File: src/hdl/display_cycle_map.svh
// Constants for the display cycle sequencer: zoom limits, field positions, word steps.
// Assumes inclusion by bare name from the design files.
`ifndef DISPLAY_CYCLE_MAP_SVH
`define DISPLAY_CYCLE_MAP_SVH
`define ZOOM_MIN 5'h01
`define ZOOM_MAX 5'h10
`define CLOCKS_PER_ZOOM 6'h02
`define WIDE_BIT_POS 7
`define WIDE_BYTE_GFX_A 4'h3
`define WIDE_BYTE_GFX_B 4'h7
`define WIDE_BYTE_CHR_A 4'hb
`define WIDE_BYTE_CHR_B 4'hf
`define WORD_STEP_NARROW 18'h00001
`define WORD_STEP_WIDE 18'h00002
`define ADDR_RESET 18'h00000
`define LINE_RESET 12'h000
`endif

File: src/hdl/display_cycle_pkg.sv
// Types shared by the display cycle sequencer and its testbench.
// Assumes the map header sits beside it.
package display_cycle_pkg;
  typedef enum logic [1:0] {GraphicsMode, CharacterMode, MixedMode} dispMode_t;
  typedef enum logic [1:0] {Idle, FirstClk, SecondClk, ZoomPad} cycState_t;
endpackage

File: src/hdl/strobe_if.sv
// Carrier between the sequencer and the strobe shaper.
// Assumes one device clock domain.
interface strobe_if;
  logic firstClk;
  logic secondClk;
  logic padClk;
  modport seq (output firstClk, output secondClk, output padClk);
  modport shape (input firstClk, input secondClk, input padClk);
endinterface

File: src/hdl/strobe_shaper.sv
// Shapes the address latch strobe and bus enable from cycle phase flags.
// Assumes strobe_if driven by the sequencer in the core_clk domain.
module strobe_shaper
(
  // Clock and reset
  input wire logic core_clk,
  input wire logic rstn,
  // Phase flags
  strobe_if.shape ph,
  // Pin controls
  output logic latchStrobe,
  output logic addrOe
);
  logic strobeLowFall_q;
  logic strobeLowFall_d;

  // First clock flag sampled at mid clock; clear again by mid second clock
  always_comb
  begin
    strobeLowFall_d = ph.firstClk;
  end

  always_ff @(negedge core_clk or negedge rstn)
  begin
    if (!rstn)
      strobeLowFall_q <= 1'b0;
    else
      strobeLowFall_q <= strobeLowFall_d;
  end

  // Strobe high in first half of first clock and in pad clocks
  // Back to back cycles still see a high first half: flag sampled low mid second
  assign latchStrobe = ~((strobeLowFall_q & ph.firstClk) | ph.secondClk);
  // Address driven only during first clock
  assign addrOe = ph.firstClk;
endmodule

File: src/hdl/display_cycle_seq.sv
// Display cycle sequencer: zoom-stretched cycles, strobe, address, line repeat.
// Assumes synchronous inputs on core_clk; external video logic times its own loads.
// Contract
// - Two device clocks per zoom step
// - Zoom one through sixteen, both axes
// - Zoom only in bit-mapped graphics mode
// - Strobe low mid first through second clock
// - Address driven first clock, floated second
// - First two clocks same for any zoom
// - Strobe high during third and later clocks
// - Blank video in non-display cycles
// - Repeat lines per zoom for vertical scaling
// - Wide bit advances address by two
// - Read-modify-write handles single word
// - Character mode wide access is 26 bits
`include "display_cycle_map.svh"
module display_cycle_seq
#(
  parameter int ADDR_W = 18,
  parameter int LINE_W = 12
)
(
  // Clock and reset
  input wire logic core_clk,
  input wire logic rstn,
  // Display setup
  input wire display_cycle_pkg::dispMode_t dispMode,
  input wire logic [4:0] zoomFactor,
  input wire logic [7:0] areaParamByte,
  input wire logic [3:0] areaParamIndex,
  input wire logic [ADDR_W-1:0] areaStartAddr,
  input wire logic [ADDR_W-1:0] lineWords,
  // Scan timing
  input wire logic activeReq,
  input wire logic lineStart,
  input wire logic frameStart,
  input wire logic rmwCycle,
  input wire logic refreshCycle,
  // Memory pins
  output logic latchStrobe,
  output logic [15:0] muxAddrOut,
  output logic muxAddrOe,
  output logic blankVideo,
  output logic wideWordOut,
  output logic [4:0] dataWidthOut
);
  import display_cycle_pkg::*;

  cycState_t state_q, state_d;
  logic [5:0] clkCnt_q, clkCnt_d;
  logic [4:0] zoom_q, zoom_d;
  logic [4:0] lineRep_q, lineRep_d;
  logic [ADDR_W-1:0] addr_q, addr_d;
  logic [ADDR_W-1:0] lineBase_q, lineBase_d;
  logic [ADDR_W-1:0] wordCnt_q, wordCnt_d;
  logic wide_q, wide_d;
  logic blank_q, blank_d;
  logic [15:0] addrOut_q, addrOut_d;
  logic [5:0] cycLen;
  logic [4:0] zoomEff;

  strobe_if ph();

  // Effective zoom: clamp to legal range, forced to one outside graphics
  always_comb
  begin
    if (dispMode != GraphicsMode)
      zoomEff = `ZOOM_MIN;
    else if (zoomFactor < `ZOOM_MIN)
      zoomEff = `ZOOM_MIN;
    else if (zoomFactor > `ZOOM_MAX)
      zoomEff = `ZOOM_MAX;
    else
      zoomEff = zoomFactor;
  end

  // Cycle length two clocks per zoom step
  assign cycLen = 6'(zoom_q) * `CLOCKS_PER_ZOOM;

  // Phase flags to shaper; same first two clocks at any zoom
  assign ph.firstClk = (state_q == FirstClk);
  assign ph.secondClk = (state_q == SecondClk);
  assign ph.padClk = (state_q == ZoomPad);

  // Cycle sequencer, address counter, line repeat
  always_comb
  begin
    state_d = state_q;
    clkCnt_d = clkCnt_q;
    zoom_d = zoom_q;
    lineRep_d = lineRep_q;
    addr_d = addr_q;
    lineBase_d = lineBase_q;
    wordCnt_d = wordCnt_q;
    wide_d = wide_q;
    blank_d = blank_q;
    addrOut_d = addrOut_q;
    // Wide bit latched from the area parameter byte
    if ((dispMode == CharacterMode &&
         (areaParamIndex == `WIDE_BYTE_CHR_A || areaParamIndex == `WIDE_BYTE_CHR_B)) ||
        (dispMode != CharacterMode &&
         (areaParamIndex == `WIDE_BYTE_GFX_A || areaParamIndex == `WIDE_BYTE_GFX_B)))
      wide_d = areaParamByte[`WIDE_BIT_POS];
    if (frameStart)
    begin
      addr_d = areaStartAddr;
      lineBase_d = areaStartAddr;
      lineRep_d = 5'h00;
      wordCnt_d = `ADDR_RESET;
    end
    else if (lineStart)
    begin
      wordCnt_d = `ADDR_RESET;
      // Rescan the same line zoom times before moving on
      if (lineRep_q + 5'h01 >= zoomEff)
      begin
        lineRep_d = 5'h00;
        lineBase_d = addr_q;
      end
      else
      begin
        lineRep_d = lineRep_q + 5'h01;
        addr_d = lineBase_q;
      end
    end
    unique case (state_q)
      Idle:
      begin
        if (activeReq | rmwCycle | refreshCycle)
        begin
          state_d = FirstClk;
          zoom_d = (rmwCycle | refreshCycle) ? `ZOOM_MIN : zoomEff;
          blank_d = rmwCycle | refreshCycle | ~activeReq;
          // Issue the pending word, then point at the next one
          addrOut_d = addr_d[15:0];
          if (!blank_d)
            addr_d = addr_d + (wide_q ? `WORD_STEP_WIDE : `WORD_STEP_NARROW);
        end
      end
      FirstClk:
      begin
        state_d = SecondClk;
        clkCnt_d = 6'h02;
      end
      SecondClk, ZoomPad:
      begin
        if (clkCnt_q >= cycLen)
        begin
          state_d = (activeReq | rmwCycle | refreshCycle) ? FirstClk : Idle;
          clkCnt_d = 6'h00;
          zoom_d = (rmwCycle | refreshCycle) ? `ZOOM_MIN : zoomEff;
          blank_d = rmwCycle | refreshCycle | ~activeReq;
          addrOut_d = addr_d[15:0];
          // Blanked cycles leave the display address where it is
          if (state_d == FirstClk && !blank_d)
            addr_d = addr_d + (wide_q ? `WORD_STEP_WIDE : `WORD_STEP_NARROW);
        end
        else
        begin
          state_d = ZoomPad;
          clkCnt_d = clkCnt_q + 6'h01;
        end
      end
    endcase
  end

  always_ff @(posedge core_clk or negedge rstn)
  begin
    if (!rstn)
    begin
      state_q <= Idle;
      clkCnt_q <= 6'h00;
      zoom_q <= `ZOOM_MIN;
      lineRep_q <= 5'h00;
      addr_q <= `ADDR_RESET;
      lineBase_q <= `ADDR_RESET;
      wordCnt_q <= `ADDR_RESET;
      wide_q <= 1'b0;
      blank_q <= 1'b1;
      addrOut_q <= 16'h0000;
    end
    else
    begin
      state_q <= state_d;
      clkCnt_q <= clkCnt_d;
      zoom_q <= zoom_d;
      lineRep_q <= lineRep_d;
      addr_q <= addr_d;
      lineBase_q <= lineBase_d;
      wordCnt_q <= wordCnt_d;
      wide_q <= wide_d;
      blank_q <= blank_d;
      addrOut_q <= addrOut_d;
    end
  end

  strobe_shaper shaper
  (
    .core_clk(core_clk),
    .rstn(rstn),
    .ph(ph),
    .latchStrobe(latchStrobe),
    .addrOe(muxAddrOe)
  );

  // Pin outputs
  assign muxAddrOut = addrOut_q;
  assign blankVideo = blank_q;
  // Wide only in display cycles; read-modify-write stays one word
  assign wideWordOut = wide_q & ~blank_q;
  // Access width: 13 or 16 bits; character 13 doubled to 26 in wide display cycles, graphics stays 16
  assign dataWidthOut = (dispMode == CharacterMode) ?
    ((wide_q & ~blank_q) ? 5'h1a : 5'h0d) :
    ((wide_q & ~blank_q) ? 5'h10 : 5'h10);
endmodule

File: config.mk
export PLATFORM = sky130hd
export DESIGN_NAME = display_cycle_seq
export DESIGN_NICKNAME = d
export VERILOG_FILES = /design/src/hdl/display_cycle_pkg.sv /design/src/hdl/strobe_if.sv /design/src/hdl/strobe_shaper.sv /design/src/hdl/display_cycle_seq.sv
export VERILOG_INCLUDE_DIRS = /design/src /design/src/hdl
export SDC_FILE = /design/constraint.sdc
export NUM_CORES = 1
export LEC_CHECK = 0
export BUFFER_PORTS_ARGS = -buffer_cell sky130_fd_sc_hd__buf_4
export CAP_MARGIN = 40
export CORE_UTILIZATION = 36
export CTS_CLUSTER_DIAMETER = 200
export DETAILED_ROUTE_END_ITERATION = 8
export PLACE_DENSITY = 0.59
export SLEW_MARGIN = 20
export SYNTH_ARGS = -nofsm -noshare
export SYNTH_HDL_FRONTEND = slang
export SYNTH_SLANG_ARGS = --single-unit
File: constraint.sdc
create_clock -name core_clk -period 11.3 [get_ports core_clk]
set_input_delay 1.695 -clock core_clk [delete_from_list [all_inputs] [get_ports core_clk]]
set_output_delay 1.695 -clock core_clk [all_outputs]
set_load 0.005 [all_outputs]
# Word level (Yosys, flattened, before mapping)
# Cells that the tools add are included.
[word_totals]
n_memories = 0
latchBits = 0
input_bits = 62
mem_bits_rw = 0
word_cells = 88
romBits = 0
regBits = 73
[classes]
order_cmp = 4
n_div = 0
reduce_logical = 14
eq_ne = 12
n_addsub = 3
bitwise_logic = 10
n_mux = 35
mul = 0
shifts = 0
[ops]
columns = ["cell", "count"]
rows = [
  ["2-to-1 mux 18 bit", 9],
  ["2-to-1 mux 5 bit", 11],
  ["one-hot mux 18 bit (2 select lines)", 1],
  ["2-to-1 mux 16 bit", 2],
  ["one-hot mux 16 bit (2 select lines)", 1],
  ["adder 18 x 2 -> 18 bit", 1],
  ["one-hot mux 6 bit (2 select lines)", 1],
  ["one-hot mux 5 bit (2 select lines)", 1],
  ["equality test 4 bit (second input constant)", 2],
  ["nonzero test 2 bit", 4],
  ["adder 6 x 1 -> 6 bit (second input constant)", 1],
  [">= comparator 6 bit", 1],
  ["2-to-1 mux 2 bit", 3],
  ["2-to-1 mux 6 bit", 1],
  ["one-hot mux 2 bit (3 select lines)", 1],
  ["adder 5 x 1 -> 5 bit (second input constant)", 1],
  [">= comparator 5 bit", 1],
  ["greater-than comparator 5 bit (second input constant)", 1],
  ["less-than comparator 5 x 1 -> 1 bit (second input constant)", 1],
  ["bitwise OR 1 bit", 5],
  ["equality test 2 x 1 -> 1 bit (second input constant)", 2],
  ["equality test 2 bit (second input constant)", 2],
  ["equality test 4 x 2 -> 1 bit (second input constant)", 1],
  ["equality test 4 x 3 -> 1 bit (second input constant)", 1],
  ["other kinds (13)", 23],
]

# Longest topological paths before layout
[logic_depth]
depth_word = 12
depth_mapped = 19
mapped_depth_nobuf = 16

# Modules after synthesis
# A second synthesis with hierarchy kept.
[hier_totals]
cells_unflattened = 426
hier_area_um2 = 3883.7
[by_module_without_submodules]
columns = ["mod", "area_per_inst_um2", "cells_per_inst", "seq_area_each_um2", "instances"]
rows = [
  ["display_cycle_seq", 3842.4, 423, 1704.1, 1],
  ["strobe_shaper", 41.3, 3, 25.0, 1],
]

==> flow_summary.toml <==
[drt]
drtAntennaViolNets = 0
wl_met3_um = 440
drc_errors = 0
highest_layer = "met4"
routedWlPerCell_um = 15.93
vias = 3241
m1WireLength_um = 4750
viasPerCell = 5.304
met2_length_um = 4448
drt_first_iter_violations = 219
first_pass_iters = 5
wirelength_um = 9731

[worst_hold_path]
min_path_type = "reg2reg"

[worst_setup_path]
slowest_stage = "dfrtn_1"
critical_path_class = "reg2out"
timing.critical_path.buf_inv = 1
cp_data_arrival_time_ns = 6.55
crit_family = "flip-flops"
slowest_delay_ns = 0.38
worst_setup_path_end_kind = "output pin"
start_kind = "register"
path_cells = "a21oi_1 > buf_4"
crit_fanout = 1
crit_required_ns = 9.61

[logic_synthesis]
synth_edf_count = 0
synth_area_um2 = 3886
synthTopCellsByCount = "nand2_1, dfrtp_1, nor2_1, o21ai_0, inv_1"
yosys_most_used_dff = "dfrtp_1"
synthAdderAreaFrac_pct = 5.023
yosys.cell_count.top_type = "nand2_1"
synth-xor-area-share_pct = 4.507
yosysTopAreaCell = "dfrtp_1"
muxShareOfSynthArea_pct = 2.576
yosys.area_share.simple_pct = 20.12
synth-compound-area-share_pct = 18.74
synthArstFlopShare_pct = 100.0
yosysTopAreaCellShare_pct = 42.50
synth_top_family_by_area = "simple AND/OR/NAND/NOR gates"
synth_seq_area_share_pct = 44.49
netlist_instances = 419
syn_area_per_cell_um2 = 9.275
synthTopCellsByArea = "dfrtp_1, nand2_1, ha_1, nor2_1, o21ai_0"
ys_ff_latch = 69
syn-num-nets = 496
yosysWarnings = 0
yosysUniqueCellTypes = 52

[power]
power.density_nw_per_um2 = 193.7
power_w = 0.0008965
vdd.ir_drop.worst_uv = 147.5
cellLeakagePower_nw = 2.015

[timing]
rsz0062_at_grt = "no"
hold_viol = 0
fin_ws_ns = 3.054
tightestPinTransition_ns = 0.7032
finalSetupViolCount = 0
relSlewSlack_pct = 51.91
skew_ns = 0.01071
final_max_slew_viol_count = 0
setup_tns_ns = 0

[clock_tree]
cts_setup_buffers = 0
clkSlewWorstSetupHoldPaths_ns = 0.08
cts_max_level = 3
cts_tree = "yes"
clk_path_buf_depth = 2
cts_sinks = 69
cts_buffers = 9
holdBufCountCts = 0
clk_latency_ns = 0.34
cts_resized = 0
cts-root-buf = "clkbuf_8"

[floorplan]
core_area_um2 = 10420
die_y_um = 105.9
start_util_pct = 37.31
row_count = 37
ios = 87
dieArea_um2 = 11210
die_w_um = 105.9

[place]
dp.final_hpwl_um = 6859
gp_congestion = 0.7615
pre_cts_ws_ns = 3.392
dp.cells = 595
port_buffers = 58

[global_route]
grt_pass1_wl_um = 16240
grt_max_degree = 43
grt_pass1_vias = 3174
grt_util_all_layers_pct = 18.40
grt_overflow = 0
antenna_found_initial = 0

[layout]
final_cells = 611
nNetsFinal = 547
fill_cells = 1029
drive_above_1_share_pct = 21.89
syn_to_final_growth_pct = 19.12
multiInputGateArea_um2 = 1984
regArea_um2 = 1729
diodes = 0

[outcome]
status = "finished clean"

[job]
max-cap-violations = 0
where the power goes:
part           internal (W)  switching, W  leakage, nW
Sequential         0.000316     0.0000417        0.817
Combinational      0.000148      0.000187         1.10
Clock              0.000108     0.0000967       0.0964
placed cells by master, fill, tap and decap left out, types with 12 or more instances in the layout:
cell type   n
buf_4      60
xnor2_1    14
nand2_1    70
ha_1       14
dfrtp_1    66
a31oi_1    15
inv_1      16
o21ai_0    26
nor2_1     45
a21oi_1    12
flip-flops by register name (all words and copies together) (netlist names):
signal,flops
wide_q,1
blankVideo,1
state_q,2
lineBase_q,16
shaper.strobeLowFall_q,1
addr_q,16
clkCnt_q,6
muxAddrOut,16
lineRep_q,5
zoom_q,5
final timing paths:
kind	startpoint	endpoint	slack, ns	cells after the start
setup / recovery	shaper.strobeLowFall_q	latchStrobe	3.05	2
max in group asynchronous	rstn	shaper.strobeLowFall_q	4.15	1
min in group asynchronous	rstn	clkCnt_q[2]	1.28	1
setup reg to reg	state_q[1]	shaper.strobeLowFall_q	4.69	2
hold reg to reg	muxAddrOut[12]	muxAddrOut[12]	0.49	2
hold / removal	muxAddrOut[12]	muxAddrOut[12]	0.49	2
tightest hold or removal path, cell delays in order (launching register included):
cell and delay [ns]:
dfrtp_1 0.35, nand2_1 0.05, o21ai_0 0.06
cell type report:
| cell class | count | share of cell area [%] |
|---|---|---|
| tap | 136 | 3.676 |
| clock inverter | 4 | 1.027 |
| multi-input combinational | 312 | 42.86 |
| sequential | 69 | 37.35 |
| clock buffer | 12 | 3.135 |
| timing repair buffer | 62 | 10.65 |
| inverter | 16 | 1.297 |
routing by layer:
metal,up-vias,GRT usage (%)
met4,0,6.647
met5,-,0
met2,87,27.68
met3,6,2.698
met1,1575,26.82
li1,1573,-
kinds of logic after synthesis:
| kind of cell | count (synthesis) |
|---|---|
| xor+xnor | 20 |
| compound gates | 102 |
| buf+inv | 38 |
| fa+ha+maj | 15 |
| flops | 69 |
| simple gates | 166 |
| mux | 9 |
stage by stage:
step / hold WS [ns] / instance area, um^2 / utilization (%)
after floorplan: 0.4432 / 3886 / -
after global placement: 0.4605 / 4394 / 42.19
after detailed placement: 0.4662 / 4437 / 42.59
after CTS: 0.4868 / 4629 / 44.44
after global routing: 0.5102 / 4629 / 44.44
final: 0.4928 / 4629 / 44.44
Note: power is estimated with default switching activity, not from simulation.
